==> src/include/dpc_regs.vh <==
// Register map, field positions and sizes of the defect pixel corrector.
// Assumes inclusion by bare name from the rtl files.
`ifndef DPC_REGS_VH
`define DPC_REGS_VH

`define DPC_ENTRIES     16
`define DPC_LAST_IDX    4'hF
`define DPC_IDX_W       4
`define DPC_CNT_W       5
`define DPC_COORD_W     12
`define DPC_PIX_W       12
`define DPC_PIX_MAX     12'h0FFF
`define DPC_PIX_ZERO    12'h0000

`define DPC_A_CTRL      8'h00
`define DPC_A_COUNT     8'h04
`define DPC_A_SEL       8'h08
`define DPC_A_COORD_X   8'h0C
`define DPC_A_COORD_Y   8'h10
`define DPC_A_CMD       8'h14
`define DPC_A_STATUS    8'h18

`define DPC_CTRL_EN     0
`define DPC_CTRL_M_LO   1
`define DPC_CTRL_M_HI   2
`define DPC_M_AVG       2'h0
`define DPC_M_HIGH      2'h1
`define DPC_M_ZERO      2'h2

`define DPC_CMD_APPLY   0
`define DPC_CMD_SAVE    1
`define DPC_CMD_FACT    2

`define DPC_ST_BUSY     0
`define DPC_ST_ACNT_LO  8
`define DPC_ST_ACNT_HI  12

`define DPC_NVM_MARK    16'hA5C3
`define DPC_FACT_CNT    5'h04

`define DPC_FIFO_W      14
`define DPC_FIFO_DEPTH  8
`define DPC_FIFO_AW     3
`define DPC_FIFO_HIWAT  4'h6

`endif

==> src/rtl/defective_pixel_corrector.v <==
// Table based defective pixel corrector with staging, active and persistent
// tables, a five pixel correction window and an output FIFO.
// Assumes pixel stream and register port are synchronous to ref_clk.
//
// Operation
// [RQ1] Enable off passes pixels unchanged
// [RQ2] Average mode outputs mean of neighbours
// [RQ3] Highlight mode outputs full scale value
// [RQ4] Count sets table size, growth appends
// [RQ5] Selector is zero based, below count
// [RQ6] X and Y of selected entry writable
// [RQ7] Coordinates refer to full sensor frame
// [RQ8] Edits touch staging only until apply
// [RQ9] Apply copies staging into volatile active
// [RQ10] Save persists table, loaded at boot
// [RQ11] Save overwrites earlier persistent table
// [RQ12] Factory restore replaces active and persistent
// [RQ13] Ships with calibrated default list
// [RQ14] Frames may glitch during table load
// [RQ15] Zero mode forces listed pixels to zero
// [RQ16] Neighbours are same colour horizontal pixels
// [RQ17] Selected entry coordinates read back
`timescale 1ns/1ns
`default_nettype none
`include "dpc_regs.vh"

// =====================================================================
// Output FIFO with registered head
module pix_fifo #(
  parameter W     = 14,
  parameter DEPTH = 8,
  parameter AW    = 3
) (
  // Clock and reset
  input  wire          clk,
  input  wire          rst,
  // Fill side
  input  wire          in_valid,
  output wire          in_ready,
  input  wire [W-1:0]  in_data,
  output wire [AW:0]   level,
  // Drain side
  output wire          out_valid,
  input  wire          out_ready,
  output wire [W-1:0]  out_data
);
  reg [W-1:0]  mem [0:DEPTH-1];
  reg [AW-1:0] wr_ptr_ff;
  reg [AW-1:0] rd_ptr_ff;
  reg [AW:0]   cnt_ff;
  reg          head_vld_ff;
  reg [W-1:0]  head_ff;
  wire         push;
  wire         pop;

  assign in_ready  = (cnt_ff != DEPTH[AW:0]);
  assign push      = in_valid & in_ready;
  assign pop       = (cnt_ff != {(AW+1){1'b0}}) & (~head_vld_ff | out_ready);
  assign level     = cnt_ff;
  assign out_valid = head_vld_ff;
  assign out_data  = head_ff;

  always @(posedge clk) begin
    if (push) begin
      mem[wr_ptr_ff] <= in_data;
    end
  end

  always @(posedge clk) begin
    if (rst) begin
      wr_ptr_ff   <= {AW{1'b0}};
      rd_ptr_ff   <= {AW{1'b0}};
      cnt_ff      <= {(AW+1){1'b0}};
      head_vld_ff <= 1'b0;
      head_ff     <= {W{1'b0}};
    end else begin
      if (push) begin
        wr_ptr_ff <= wr_ptr_ff + 1'b1;
      end
      if (pop) begin
        rd_ptr_ff <= rd_ptr_ff + 1'b1;
        head_ff   <= mem[rd_ptr_ff];
      end
      if (pop) begin
        head_vld_ff <= 1'b1;
      end else if (out_ready) begin
        head_vld_ff <= 1'b0;
      end
      if (push & ~pop) begin
        cnt_ff <= cnt_ff + 1'b1;
      end else if (pop & ~push) begin
        cnt_ff <= cnt_ff - 1'b1;
      end
    end
  end
endmodule

// =====================================================================
// Corrector top
module defective_pixel_corrector (
  // Clock and reset
  input  wire        ref_clk,
  input  wire        rst,
  // Register port
  input  wire [7:0]  reg_addr,
  input  wire [31:0] reg_wdata,
  input  wire        reg_wr,
  input  wire        reg_rd,
  output reg  [31:0] reg_rdata,
  // Window offsets of the current readout
  input  wire [11:0] roi_off_x,
  input  wire [11:0] roi_off_y,
  // Pixel input stream
  input  wire        pix_valid,
  output reg         pix_ready,
  input  wire [11:0] pix_data,
  input  wire        pix_sof,
  input  wire        pix_eol,
  // Corrected output stream
  output wire        out_valid,
  input  wire        out_ready,
  output wire [11:0] out_data,
  output wire        out_sof,
  output wire        out_eol
);
  localparam [4:0] S_IDLE  = 5'h01;
  localparam [4:0] S_APPLY = 5'h02;
  localparam [4:0] S_SAVE  = 5'h04;
  localparam [4:0] S_FACT  = 5'h08;
  localparam [4:0] S_BOOT  = 5'h10;

  // Arbitrary default defect list, stands for calibration data
  function [23:0] factory_xy;
    input [3:0] i;
    begin
      case (i)
        4'h0:    factory_xy = {12'h0064, 12'h0032};
        4'h1:    factory_xy = {12'h0200, 12'h0101};
        4'h2:    factory_xy = {12'h0400, 12'h02BC};
        4'h3:    factory_xy = {12'h0007, 12'h0005};
        default: factory_xy = {12'h0000, 12'h0000};
      endcase
    end
  endfunction

  function [4:0] clamp_cnt;
    input [31:0] v;
    begin
      if (v > `DPC_ENTRIES) begin
        clamp_cnt = 5'h10;
      end else begin
        clamp_cnt = v[4:0];
      end
    end
  endfunction

  // =====================================================================
  // Table storage
  reg [11:0] stg_x [0:15];
  reg [11:0] stg_y [0:15];
  reg [11:0] act_x [0:15];
  reg [11:0] act_y [0:15];
  reg [11:0] nvm_x [0:15];
  reg [11:0] nvm_y [0:15];
  reg [4:0]  nvm_cnt_ff;
  reg [15:0] nvm_mark_ff;

  reg [4:0]  state_ff;
  reg [3:0]  cp_idx_ff;
  reg        fix_on_ff;
  reg [1:0]  method_ff;
  reg [4:0]  stg_cnt_ff;
  reg [4:0]  act_cnt_ff;
  reg [3:0]  sel_ff;
  reg [31:0] rdata_ff;

  wire       idle     = (state_ff == S_IDLE);
  wire       boot_nvm = (nvm_mark_ff == `DPC_NVM_MARK);
  wire       last     = (cp_idx_ff == `DPC_LAST_IDX);
  wire [23:0] fxy     = factory_xy(cp_idx_ff);
  wire       wr_x     = idle & reg_wr & (reg_addr == `DPC_A_COORD_X);
  wire       wr_y     = idle & reg_wr & (reg_addr == `DPC_A_COORD_Y);

  // Table copies; persistent copy has no reset so it outlives rst
  always @(posedge ref_clk) begin
    case (state_ff)
      S_APPLY: begin
        act_x[cp_idx_ff] <= stg_x[cp_idx_ff]; // RQ9
        act_y[cp_idx_ff] <= stg_y[cp_idx_ff]; // RQ9
      end
      S_SAVE: begin
        nvm_x[cp_idx_ff] <= stg_x[cp_idx_ff]; // RQ11
        nvm_y[cp_idx_ff] <= stg_y[cp_idx_ff]; // RQ11
        if (last) begin
          nvm_cnt_ff  <= stg_cnt_ff; // RQ10
          nvm_mark_ff <= `DPC_NVM_MARK;
        end
      end
      S_FACT: begin
        stg_x[cp_idx_ff] <= fxy[23:12]; // RQ12
        stg_y[cp_idx_ff] <= fxy[11:0];
        act_x[cp_idx_ff] <= fxy[23:12]; // RQ12
        act_y[cp_idx_ff] <= fxy[11:0];
        nvm_x[cp_idx_ff] <= fxy[23:12]; // RQ12
        nvm_y[cp_idx_ff] <= fxy[11:0];
        if (last) begin
          nvm_cnt_ff  <= `DPC_FACT_CNT;
          nvm_mark_ff <= `DPC_NVM_MARK;
        end
      end
      S_BOOT: begin
        if (boot_nvm) begin
          act_x[cp_idx_ff] <= nvm_x[cp_idx_ff]; // RQ10
          act_y[cp_idx_ff] <= nvm_y[cp_idx_ff];
          stg_x[cp_idx_ff] <= nvm_x[cp_idx_ff];
          stg_y[cp_idx_ff] <= nvm_y[cp_idx_ff];
        end else begin
          act_x[cp_idx_ff] <= fxy[23:12]; // RQ13
          act_y[cp_idx_ff] <= fxy[11:0];
          stg_x[cp_idx_ff] <= fxy[23:12];
          stg_y[cp_idx_ff] <= fxy[11:0];
          nvm_x[cp_idx_ff] <= fxy[23:12];
          nvm_y[cp_idx_ff] <= fxy[11:0];
          if (last) begin
            nvm_cnt_ff  <= `DPC_FACT_CNT;
            nvm_mark_ff <= `DPC_NVM_MARK;
          end
        end
      end
      default: begin
        if (wr_x) begin
          stg_x[sel_ff] <= reg_wdata[11:0]; // RQ6 RQ8
        end
        if (wr_y) begin
          stg_y[sel_ff] <= reg_wdata[11:0]; // RQ6 RQ8
        end
      end
    endcase
  end

  // =====================================================================
  // Register port and copy sequencer
  always @(posedge ref_clk) begin
    if (rst) begin
      state_ff   <= S_BOOT;
      cp_idx_ff  <= 4'h0;
      fix_on_ff  <= 1'b0;
      method_ff  <= `DPC_M_AVG;
      stg_cnt_ff <= 5'h00;
      act_cnt_ff <= 5'h00;
      sel_ff     <= 4'h0;
      rdata_ff   <= 32'h0000_0000;
    end else begin
      if (reg_wr && reg_addr == `DPC_A_CTRL) begin
        fix_on_ff <= reg_wdata[`DPC_CTRL_EN];
        method_ff <= reg_wdata[`DPC_CTRL_M_HI:`DPC_CTRL_M_LO];
      end
      if (idle && reg_wr && reg_addr == `DPC_A_COUNT) begin
        stg_cnt_ff <= clamp_cnt(reg_wdata); // RQ4 RQ8
      end
      if (idle && reg_wr && reg_addr == `DPC_A_SEL &&
          reg_wdata < {27'h000_0000, stg_cnt_ff}) begin
        sel_ff <= reg_wdata[3:0]; // RQ5
      end
      case (state_ff)
        S_IDLE: begin
          cp_idx_ff <= 4'h0;
          if (reg_wr && reg_addr == `DPC_A_CMD) begin
            if (reg_wdata[`DPC_CMD_FACT]) begin
              state_ff <= S_FACT;
            end else if (reg_wdata[`DPC_CMD_APPLY]) begin
              state_ff <= S_APPLY; // RQ8
            end else if (reg_wdata[`DPC_CMD_SAVE]) begin
              state_ff <= S_SAVE;
            end
          end
        end
        S_APPLY, S_SAVE, S_FACT, S_BOOT: begin
          cp_idx_ff <= cp_idx_ff + 4'h1;
          if (last) begin
            state_ff <= S_IDLE;
            if (state_ff == S_APPLY) begin
              act_cnt_ff <= stg_cnt_ff; // RQ9
            end
            if (state_ff == S_FACT) begin
              act_cnt_ff <= `DPC_FACT_CNT;
              stg_cnt_ff <= `DPC_FACT_CNT;
              sel_ff     <= 4'h0;
            end
            // Unknown mark at first power-up must pick the factory count
            if (state_ff == S_BOOT) begin
              if (boot_nvm) begin
                act_cnt_ff <= nvm_cnt_ff; // RQ10
                stg_cnt_ff <= nvm_cnt_ff;
              end else begin
                act_cnt_ff <= `DPC_FACT_CNT; // RQ13
                stg_cnt_ff <= `DPC_FACT_CNT;
              end
            end
          end
        end
        default: begin
          state_ff <= S_IDLE;
        end
      endcase
      rdata_ff <= 32'h0000_0000;
      if (reg_rd) begin
        case (reg_addr)
          `DPC_A_CTRL:    rdata_ff <= {29'h0000_0000, method_ff, fix_on_ff};
          `DPC_A_COUNT:   rdata_ff <= {27'h000_0000, stg_cnt_ff};
          `DPC_A_SEL:     rdata_ff <= {28'h000_0000, sel_ff};
          `DPC_A_COORD_X: rdata_ff <= {20'h0_0000, stg_x[sel_ff]}; // RQ17
          `DPC_A_COORD_Y: rdata_ff <= {20'h0_0000, stg_y[sel_ff]}; // RQ17
          `DPC_A_STATUS:  rdata_ff <= {19'h0_0000, act_cnt_ff, 7'h00, ~idle};
          default:        rdata_ff <= 32'h0000_0000;
        endcase
      end
    end
  end

  always @* begin
    reg_rdata = rdata_ff;
  end

  // =====================================================================
  // Input position tracking and defect lookup
  reg  [11:0] x_cnt_ff;
  reg  [11:0] y_cnt_ff;
  reg         line_open_ff;
  reg         hit;
  integer     i;
  integer     j;
  wire        take  = pix_valid & pix_ready;
  wire [11:0] cur_x = pix_sof ? 12'h000 : x_cnt_ff;
  wire [11:0] cur_y = pix_sof ? 12'h000 : y_cnt_ff;
  wire [11:0] frm_x = cur_x + roi_off_x; // RQ7
  wire [11:0] frm_y = cur_y + roi_off_y; // RQ7

  // Entries are updated one by one during a load
  always @* begin
    hit = 1'b0;
    for (i = 0; i < `DPC_ENTRIES; i = i + 1) begin
      if (i < act_cnt_ff && act_x[i] == frm_x && act_y[i] == frm_y) begin
        hit = 1'b1; // RQ14
      end
    end
  end

  always @(posedge ref_clk) begin
    if (rst) begin
      x_cnt_ff     <= 12'h000;
      y_cnt_ff     <= 12'h000;
      line_open_ff <= 1'b0;
    end else if (take) begin
      line_open_ff <= ~pix_eol;
      if (pix_eol) begin
        x_cnt_ff <= 12'h000;
        y_cnt_ff <= cur_y + 12'h001;
      end else begin
        x_cnt_ff <= cur_x + 12'h001;
        y_cnt_ff <= cur_y;
      end
    end
  end

  // =====================================================================
  // Five slot window, slot 2 is the pixel being corrected
  reg  [11:0] w_pix_ff [0:4];
  reg  [4:0]  w_vld_ff;
  reg  [4:0]  w_sof_ff;
  reg  [4:0]  w_eol_ff;
  reg  [4:0]  w_def_ff;
  reg  [4:0]  w_lok_ff;
  reg  [11:0] fixed;
  wire        fifo_in_ready;
  wire [3:0]  fifo_level;
  wire        flush = ~line_open_ff & (|w_vld_ff[2:0]) & fifo_in_ready;
  wire        adv   = take | flush;
  wire        push  = adv & w_vld_ff[2];
  wire        l_ok  = w_lok_ff[2] & w_vld_ff[4];
  wire        r_ok  = w_vld_ff[0] & w_vld_ff[1] & ~w_eol_ff[2] & ~w_eol_ff[1];
  wire [12:0] sum   = {1'b0, w_pix_ff[4]} + {1'b0, w_pix_ff[0]};

  always @* begin
    fixed = w_pix_ff[2];
    if (fix_on_ff && w_def_ff[2]) begin // RQ1
      case (method_ff)
        `DPC_M_HIGH: fixed = `DPC_PIX_MAX;  // RQ3
        `DPC_M_ZERO: fixed = `DPC_PIX_ZERO; // RQ15
        default: begin
          if (l_ok && r_ok) begin
            fixed = sum[12:1]; // RQ2 RQ16
          end else if (l_ok) begin
            fixed = w_pix_ff[4]; // RQ16
          end else if (r_ok) begin
            fixed = w_pix_ff[0]; // RQ16
          end
        end
      endcase
    end
  end

  always @(posedge ref_clk) begin
    if (rst) begin
      w_vld_ff  <= 5'h00;
      w_sof_ff  <= 5'h00;
      w_eol_ff  <= 5'h00;
      w_def_ff  <= 5'h00;
      w_lok_ff  <= 5'h00;
      pix_ready <= 1'b0;
      for (j = 0; j < 5; j = j + 1) begin
        w_pix_ff[j] <= 12'h000;
      end
    end else begin
      // Registered space check leaves one free word for the lag
      pix_ready <= (fifo_level <= `DPC_FIFO_HIWAT);
      if (adv) begin
        for (j = 4; j > 0; j = j - 1) begin
          w_pix_ff[j] <= w_pix_ff[j-1];
        end
        w_pix_ff[0] <= take ? pix_data : 12'h000;
        w_vld_ff    <= {w_vld_ff[3:0], take};
        w_sof_ff    <= {w_sof_ff[3:0], take & pix_sof};
        w_eol_ff    <= {w_eol_ff[3:0], take & pix_eol};
        w_def_ff    <= {w_def_ff[3:0], take & hit};
        w_lok_ff    <= {w_lok_ff[3:0], take & (cur_x >= 12'h002)}; // RQ16
      end
    end
  end

  // =====================================================================
  // Output buffer
  wire [13:0] fifo_out;

  pix_fifo #(
    .W     (`DPC_FIFO_W),
    .DEPTH (`DPC_FIFO_DEPTH),
    .AW    (`DPC_FIFO_AW)
  ) u_fifo (
    .clk       (ref_clk),
    .rst       (rst),
    .in_valid  (push),
    .in_ready  (fifo_in_ready),
    .in_data   ({w_sof_ff[2], w_eol_ff[2], fixed}),
    .level     (fifo_level),
    .out_valid (out_valid),
    .out_ready (out_ready),
    .out_data  (fifo_out)
  );

  assign out_sof  = fifo_out[13];
  assign out_eol  = fifo_out[12];
  assign out_data = fifo_out[11:0];
endmodule
`default_nettype wire

==> config.mk <==
export PLATFORM = sky130hd
export DESIGN_NAME = defective_pixel_corrector
export DESIGN_NICKNAME = d
export VERILOG_FILES = /design/src/rtl/defective_pixel_corrector.v
export VERILOG_INCLUDE_DIRS = /design/src /design/src/include
export SDC_FILE = /design/constraint.sdc
export NUM_CORES = 2
export LEC_CHECK = 0
export BUFFER_PORTS_ARGS = -buffer_cell sky130_fd_sc_hd__clkbuf_2
export CORE_MARGIN = 2
export CORE_UTILIZATION = 57
export DETAILED_ROUTE_END_ITERATION = 10
export GPL_ROUTABILITY_DRIVEN = 1
export HOLD_SLACK_MARGIN = 0.1
export PLACE_DENSITY = 0.76
export REMOVE_ABC_BUFFERS = 1
export SYNTH_ARGS = -nofsm -noshare
export SYNTH_HDL_FRONTEND = slang
export SYNTH_SLANG_ARGS = --single-unit
==> constraint.sdc <==
create_clock -name ref_clk -period 4.77 [get_ports ref_clk]
set_clock_uncertainty 0.1 [all_clocks]
set_input_delay 0 -clock ref_clk [delete_from_list [all_inputs] [get_ports ref_clk]]
set_output_delay 0 -clock ref_clk [all_outputs]
set_load 0.1 [all_outputs]
### Word-level counts from Yosys, hierarchy flattened

Memory sizes are Yosys's and may differ from the RTL's. A register that Yosys moved wholly into a read port is not among the register bits.
Cells that the tools add are included.

| storage, ports and cells | value |
|---|---|
| register bits after elaboration | 133 |
| RAM bits | 1324 |
| bits of input ports | 84 |
| logic and storage cells | 345 |
| memories kept | 8 |

| operators by class | value |
|---|---|
| add/subtract/negate cells | 10 |
| order comparisons | 20 |
| equality and inequality tests | 56 |
| mux-type cells | 120 |
| bitwise gates (word level) | 49 |
| reduce and logical (&&, ||, !) cells | 59 |

Memory list:

| memory | depth | bits a word | read ports | clocked after Yosys merged registers in | wr ports | line | text |
|---|---|---|---|---|---|---|---|
| act_x | 16 | 12 | 16 | 0 | 1 | defective_pixel_corrector.v:161 | `reg [11:0] act_x [0:15];` |
| act_y | 16 | 12 | 16 | 0 | 1 | defective_pixel_corrector.v:162 | `reg [11:0] act_y [0:15];` |
| nvm_x | 16 | 12 | 1 | 1 | 1 | defective_pixel_corrector.v:163 | `reg [11:0] nvm_x [0:15];` |
| nvm_y | 16 | 12 | 1 | 1 | 1 | defective_pixel_corrector.v:164 | `reg [11:0] nvm_y [0:15];` |
| stg_x | 16 | 12 | 2 | 2 | 1 | defective_pixel_corrector.v:159 | `reg [11:0] stg_x [0:15];` |
| stg_y | 16 | 12 | 2 | 2 | 1 | defective_pixel_corrector.v:160 | `reg [11:0] stg_y [0:15];` |
| 2 more memories | - | - | - | - | - | - |  |

Operator list:

| kind | number |
|---|---|
| $eq A12 B12 Y1 | 32 |
| $mux W12 | 30 |
| $pmux W23 S4 | 1 |
| $mux W5 | 18 |
| $pmux W13 S6 | 1 |
| $mux W4 | 18 |
| $mux W1 | 45 |
| $logic_and A1 B1 Y1 | 40 |
| $lt A4 B5 Y1 const A | 8 |
| $gt A32 B5 Y1 const B | 1 |
| $lt A32 B5 Y1 | 1 |
| $mux W16 | 2 |
| $pmux W16 S2 | 1 |
| $add A12 B1 Y12 const B | 2 |
| $add A12 B12 Y12 | 2 |
| $eq A8 B5 Y1 const B | 3 |
| $pmux W12 S2 | 1 |
| $reduce_or A12 Y1 | 2 |
| $or A1 B1 Y1 | 21 |
| $lt A3 B5 Y1 const A | 4 |
| $and A1 B1 Y1 | 19 |
| $eq A16 B16 Y1 const B | 1 |
| $eq A8 B4 Y1 const B | 2 |
| $pmux W5 S3 | 1 |
| other kinds (35) | 58 |

### Longest topological paths before layout

| depth | value |
|---|---|
| depth after elaboration | 22 |
| mapped depth | 22 |
| mapped depth without buffers | 15 |

### By module

Synthesis repeated with hierarchy kept, for this count alone.

| second synthesis, totals | value |
|---|---|
| cell total of the unflattened synthesis | 4097 |
| area, all modules | 65723.0 sq um |

By module, submodules not included:

| module | times used | cells an instance | area each (sq um) |
|---|---|---|---|
| defective_pixel_corrector | 1 | 3813 | 60439.2 |
| pix_fifo | 1 | 284 | 5283.8 |

### Least setup slack after synthesis

Ideal clock, no wire load.

| timing | value |
|---|---|
| kind | input to register |
| from | input pix_sof |
| to | register w_def_ff[0] |
| setup time | 59 ps |
| arrival | 4260 ps |
| slack | 351 ps |
| cell stages on the path | 21 |
| path buffers | 7 |
| path through | buf_6 -> buf_6 -> buf_4 -> buf_2 -> clkbuf_1 -> nor2b_1 -> ha_1 -> fa_1 -> clkbuf_1 -> buf_1 -> xnor2_1 -> nand3_1 -> a311o_1 -> a2111oi_0 -> nand3_1 -> nor4_1 -> o2111ai_1 -> nor4_1 -> nor4_2 -> nand4_1 -> a22o_1 |

| between the ends | value |
|---|---|
| longest elaborated chain between the ends | 22 |
| elaborated cells between the ends (all ways) | 85 |
| classes of those cells | add/sub: 2; eq/ne: 32; mux: 18; bitwise: 1; reduce/logical: 32 |

RTL lines:

| element | line | text |
|---|---|---|
| start, declared | defective_pixel_corrector.v:117 | `input wire pix_sof,` |
| $mux W12 | defective_pixel_corrector.v:334 | `wire [11:0] cur_x = pix_sof ? 12'h000 : x_cnt_ff;` |
| $add A12 B12 Y12 | defective_pixel_corrector.v:336 | `wire [11:0] frm_x = cur_x + roi_off_x;` |
| $eq A12 B12 Y1 | defective_pixel_corrector.v:343 | `if (i < act_cnt_ff && act_x[i] == frm_x && act_y[i] == frm_y) begin` |
| $logic_and A1 B1 Y1 (2 in a row) | defective_pixel_corrector.v:343 |  |
| $mux W1 (15 in a row) | defective_pixel_corrector.v:343 |  |
| $mux W1 * | defective_pixel_corrector.v:343 |  |
| $and A1 B1 Y1 * | defective_pixel_corrector.v:425 | `w_def_ff <= {w_def_ff[3:0], take & hit};` |
| end signal, assigned | defective_pixel_corrector.v:425 |  |
| end, declared | defective_pixel_corrector.v:372 | `reg [4:0] w_def_ff;` |

Every way passes the cells marked *; elsewhere a longest branch is shown, timed or not.
A chain may end at the register's enable or synchronous reset.

### Worst setup path after layout

| timing | value |
|---|---|
| from | register y_cnt_ff[1] |
| to | register w_def_ff[0] |

| between the ends | value |
|---|---|
| longest elaborated chain between the ends | 21 |
| elaborated cells between the ends (all ways) | 51 |
| classes of those cells | add/sub: 1; eq/ne: 16; mux: 17; bitwise: 1; reduce/logical: 16 |

RTL lines:

| element | line | text |
|---|---|---|
| start, declared | defective_pixel_corrector.v:328 | `reg [11:0] y_cnt_ff;` |
| start signal, assigned | defective_pixel_corrector.v:358 | `y_cnt_ff <= cur_y + 12'h001;` |
| start signal, assigned | defective_pixel_corrector.v:361 | `y_cnt_ff <= cur_y;` |
| $mux W12 * | defective_pixel_corrector.v:335 | `wire [11:0] cur_y = pix_sof ? 12'h000 : y_cnt_ff;` |
| $add A12 B12 Y12 * | defective_pixel_corrector.v:337 | `wire [11:0] frm_y = cur_y + roi_off_y;` |
| $eq A12 B12 Y1 | defective_pixel_corrector.v:343 |  |
| $logic_and A1 B1 Y1 | defective_pixel_corrector.v:343 |  |
| $mux W1 (15 in a row) | defective_pixel_corrector.v:343 |  |
| $mux W1 * | defective_pixel_corrector.v:343 |  |
| $and A1 B1 Y1 * | defective_pixel_corrector.v:425 |  |

Marks and branches as above.

==> flow_metrics.py <==
metrics = {
    "setup_path": {
        "end_kind": "flop",
        "crit_path_start_kind": "flop",
        "path_class": "reg2reg",
        "cp.required_ns": 5.38,
        "worstPathMaxFanout": 16,
        "arrival_ns": 5.21,
    },
    "cts": {
        "clock_path_buffers": 3,
        "numCtsBuffers": 150,
        "clock_sinks": 1440,
        "cts_max_level": 4,
        "cts-root-buf": "clkbuf_16",
        "cts.reportedPaths.clkPinSlew_ns": 0.06,
        "cts_tree": "done",
        "insertion_delay_ns": 0.78,
    },
    "routing": {
        "drtIter0Drc": 5746,
        "met3_length_um": 22200,
        "drc": 0,
        "wirelength_um": 189000,
        "wl_per_cell_um": 30.6,
        "dr.pass1.iters": 6,
        "route.antenna.remaining_nets": 0,
        "via_per_inst": 6.73,
        "num_vias": 41600,
        "top_layer": "met5",
        "met1_length_um": 68300,
        "wl_met2_um": 89100,
    },
    "yosys": {
        "yosysWarnings": 0,
        "synth-adder-area-share": 0.00951,
        "avgSynthCellArea_um2": 15.7,
        "synth_top_area_frac": 0.603,
        "synth_seq_area_share": 0.636,
        "synth_top_family_by_area": "multiplexers",
        "syn_area_um2": 66200,
        "synthCells": 4229,
        "yosys.area.top_type": "edfxtp_1",
        "synth_edf_count": 1329,
        "synthDistinctLibCells": 103,
        "synthTopCellsByArea": "edfxtp_1 (60%), mux4_2 (13%), xnor2_1 (3.5%)",
        "ys_ff_latch": 1440,
        "synth-async-reset-ratio": 0,
        "synthFlopType": "edfxtp_1",
        "synth-compound-area-share": 0.0612,
        "synthSimpleGateAreaFrac": 0.0734,
        "synthMuxAreaShare": 0.139,
        "yosysMostFrequentCell": "edfxtp_1",
        "synthXorXnorAreaFrac": 0.0599,
        "ys_top_cells_by_count": "edfxtp_1 (1,329), mux4_2 (389), nand2_1 (267)",
    },
    "layout": {
        "layout-drive-gt1-share": 0.226,
        "final_util": 0.650,
        "area_growth_pct": 13.7,
        "nets": 4677,
        "diodes": 0,
        "fin_cells": 6186,
    },
    "worst_hold_path": {
        "hold_path_class": "in2reg",
    },
    "power_and_ir_drop": {
        "seq_power_share": 0.482,
        "leakage_nw": 24.5,
        "power_density_nw_per_um2": 416,
        "p_int_w": 0.0230,
        "p_comb_frac": 0.150,
        "pwr-share-clk": 0.368,
        "sw_frac_of_total": 0.266,
        "power_switching_w": 0.00835,
        "vdd_drop_max_uv": 389,
    },
    "run": {
        "maxCapViolCount": 1,
    },
    "die": {
        "die_area_um2": 119000,
        "die_y_um": 345,
        "die_x_um": 345,
        "num_rows": 125,
        "core_um2": 116000,
        "initial_core_util": 0.572,
        "ios": 132,
    },
    "placement": {
        "dp_hpwl_um": 120000,
        "preCtsSetupSlack_ns": -0.134,
        "port_buffers": 112,
        "gp_congestion": 1.01,
        "dp_cells": 5837,
    },
    "timing": {
        "worst_pin_slew_ns": 1.51,
        "slew_headroom": -0.0123,
        "fin_crit_sh": 0.963,
        "finalMaxSlewViolations": 9,
        "fin_crit_ns": 4.60,
        "setup_ws_ns": 0.174,
        "final-setup-viol-count": 0,
        "max_freq_mhz": 218,
        "hold_viol_final": 0,
    },
    "grt": {
        "grt_remaining_overflow": 0,
        "grt_pass1_vias": 41000,
        "grt_util_all_layers": 0.320,
        "antenna_found_initial": 9,
        "grt_pass1_wl_um": 274000,
        "grt_start_max_net_pins": 97,
    },
    "run_status": {
        "violations": "max-capacitance violations, max-slew violations",
        "status": "finished with violations",
    },
}
[flip-flops by register name (all words and copies together) (netlist names), 13 cells and up, named ones only]
name,cells
u_fifo.out_data,14
stg_y,192
reg_rdata,13
nvm_x,192
act_y,192
nvm_y,192
stg_x,192
w_pix_ff,60
act_x,192
u_fifo.mem,112
[routing by layer]
metal / track usage / vias up
met5: 0 / -
met4: 0.150 / 12
met3: 0.0766 / 577
met2: 0.505 / 2904
met1: 0.425 / 20900
li1: - / 17200
[final cells by class]
| type | count | area (um2) |
|---|---|---|
| Clock buffer | 196 | 4040 |
| Inverter | 41 | 154 |
| Fill cell | 7873 | 40500 |
| Tap cell | 1524 | 1910 |
| Clock inverter | 71 | 746 |
| Timing Repair Buffer | 421 | 3260 |
| Sequential cell | 1440 | 42200 |
| Multi-Input combinational cell | 2493 | 23000 |
[power by group through the flow]
stage	Combinational, W	Clock (W)	Sequential [W]
after floorplan	0.00261	0	0.0159
after global placement	0.00446	0	0.0153
after detailed placement	0.00455	0	0.0154
after CTS	0.00464	0.0116	0.0151
after global routing	0.00496	0.0121	0.0151
final	0.00469	0.0115	0.0151
[final timing paths]
check                                   end  depth (start not counted)        start  slack, ns
worst max-delay path            w_def_ff[0]                         15  y_cnt_ff[1]       0.17
worst min-delay path            y_cnt_ff[1]                          4      pix_eol       0.16
worst max register to register  w_def_ff[0]                         15  y_cnt_ff[1]       0.17
worst min register to register  w_lok_ff[0]                          2  w_lok_ff[0]       0.35
[cells in the final DEF (no fill, tap or decap), types with 39 or more instances in the layout]
master and n:
nor4_1 39, and2_1 76, nor2_1 255, o21ai_0 91, mux4_2 389, dfxtp_1 102, clkbuf_16 151, edfxtp_1 1329
mux2i_1 41, nor3_1 67, xnor2_1 258, inv_1 40, dlygate4sd3_1 82, buf_4 213, clkbuf_2 111, nand3_1 58
ha_1 43, xor2_1 139, a21oi_1 137, nand2_1 267
[logic make-up (layout without fill, tap and decap cells)]
kind of cell | count (synthesis) | after routing
AO/OA/AOI/OAI | 572 | 572
XOR/XNOR | 422 | 422
adder cells (fa/ha/maj) | 49 | 49
buffers and inverters | 314 | 729
flip-flops | 1440 | 1440
multiplexers | 435 | 435
other | 1 | 19
AND/OR/NAND/NOR | 996 | 996
[through the flow]
stage	setup TNS (ns)	power (W)	hold slack (ns)	instance area [um2]
2_1_floorplan	-6139.78	0.0185	-0.0309	65100
3_3_place_gp	-0.0779	0.0198	0.189	69600
3_5_place_dp	-0.134	0.0199	0.195	69600
4_1_cts	0	0.0314	0.112	75200
6_report	0	0.0313	0.164	75300
5_1_grt	-0.0253	0.0322	0.192	75300
[worst max-delay path, stage by stage, from the launching register on]
cell and delay [ns]:
dfxtp_1 0.35, nor2b_1 0.31, ha_1 0.31, a21o_1 0.19, maj3_1 0.51, and3_1 0.27, nor4_4 0.27, buf_4 0.40
xnor2_1 0.17, o2111ai_1 0.17, nor4_1 0.55, nand4_1 0.21, o41ai_1 0.33, a311oi_1 0.14, nand4_1 0.12, a22o_1 0.12
[timing repair]
action | 4_1_cts | 5_1_grt
endpoints found under the setup margin | 1 | 1
endpoints found under the hold margin | 518 | 0
gates resized for setup | 1 | 17
hold buffers | 82 | 0
setup buffers | 0 | 0
pin swaps | 0 | 0
Power figures use the tool's default switching activity.
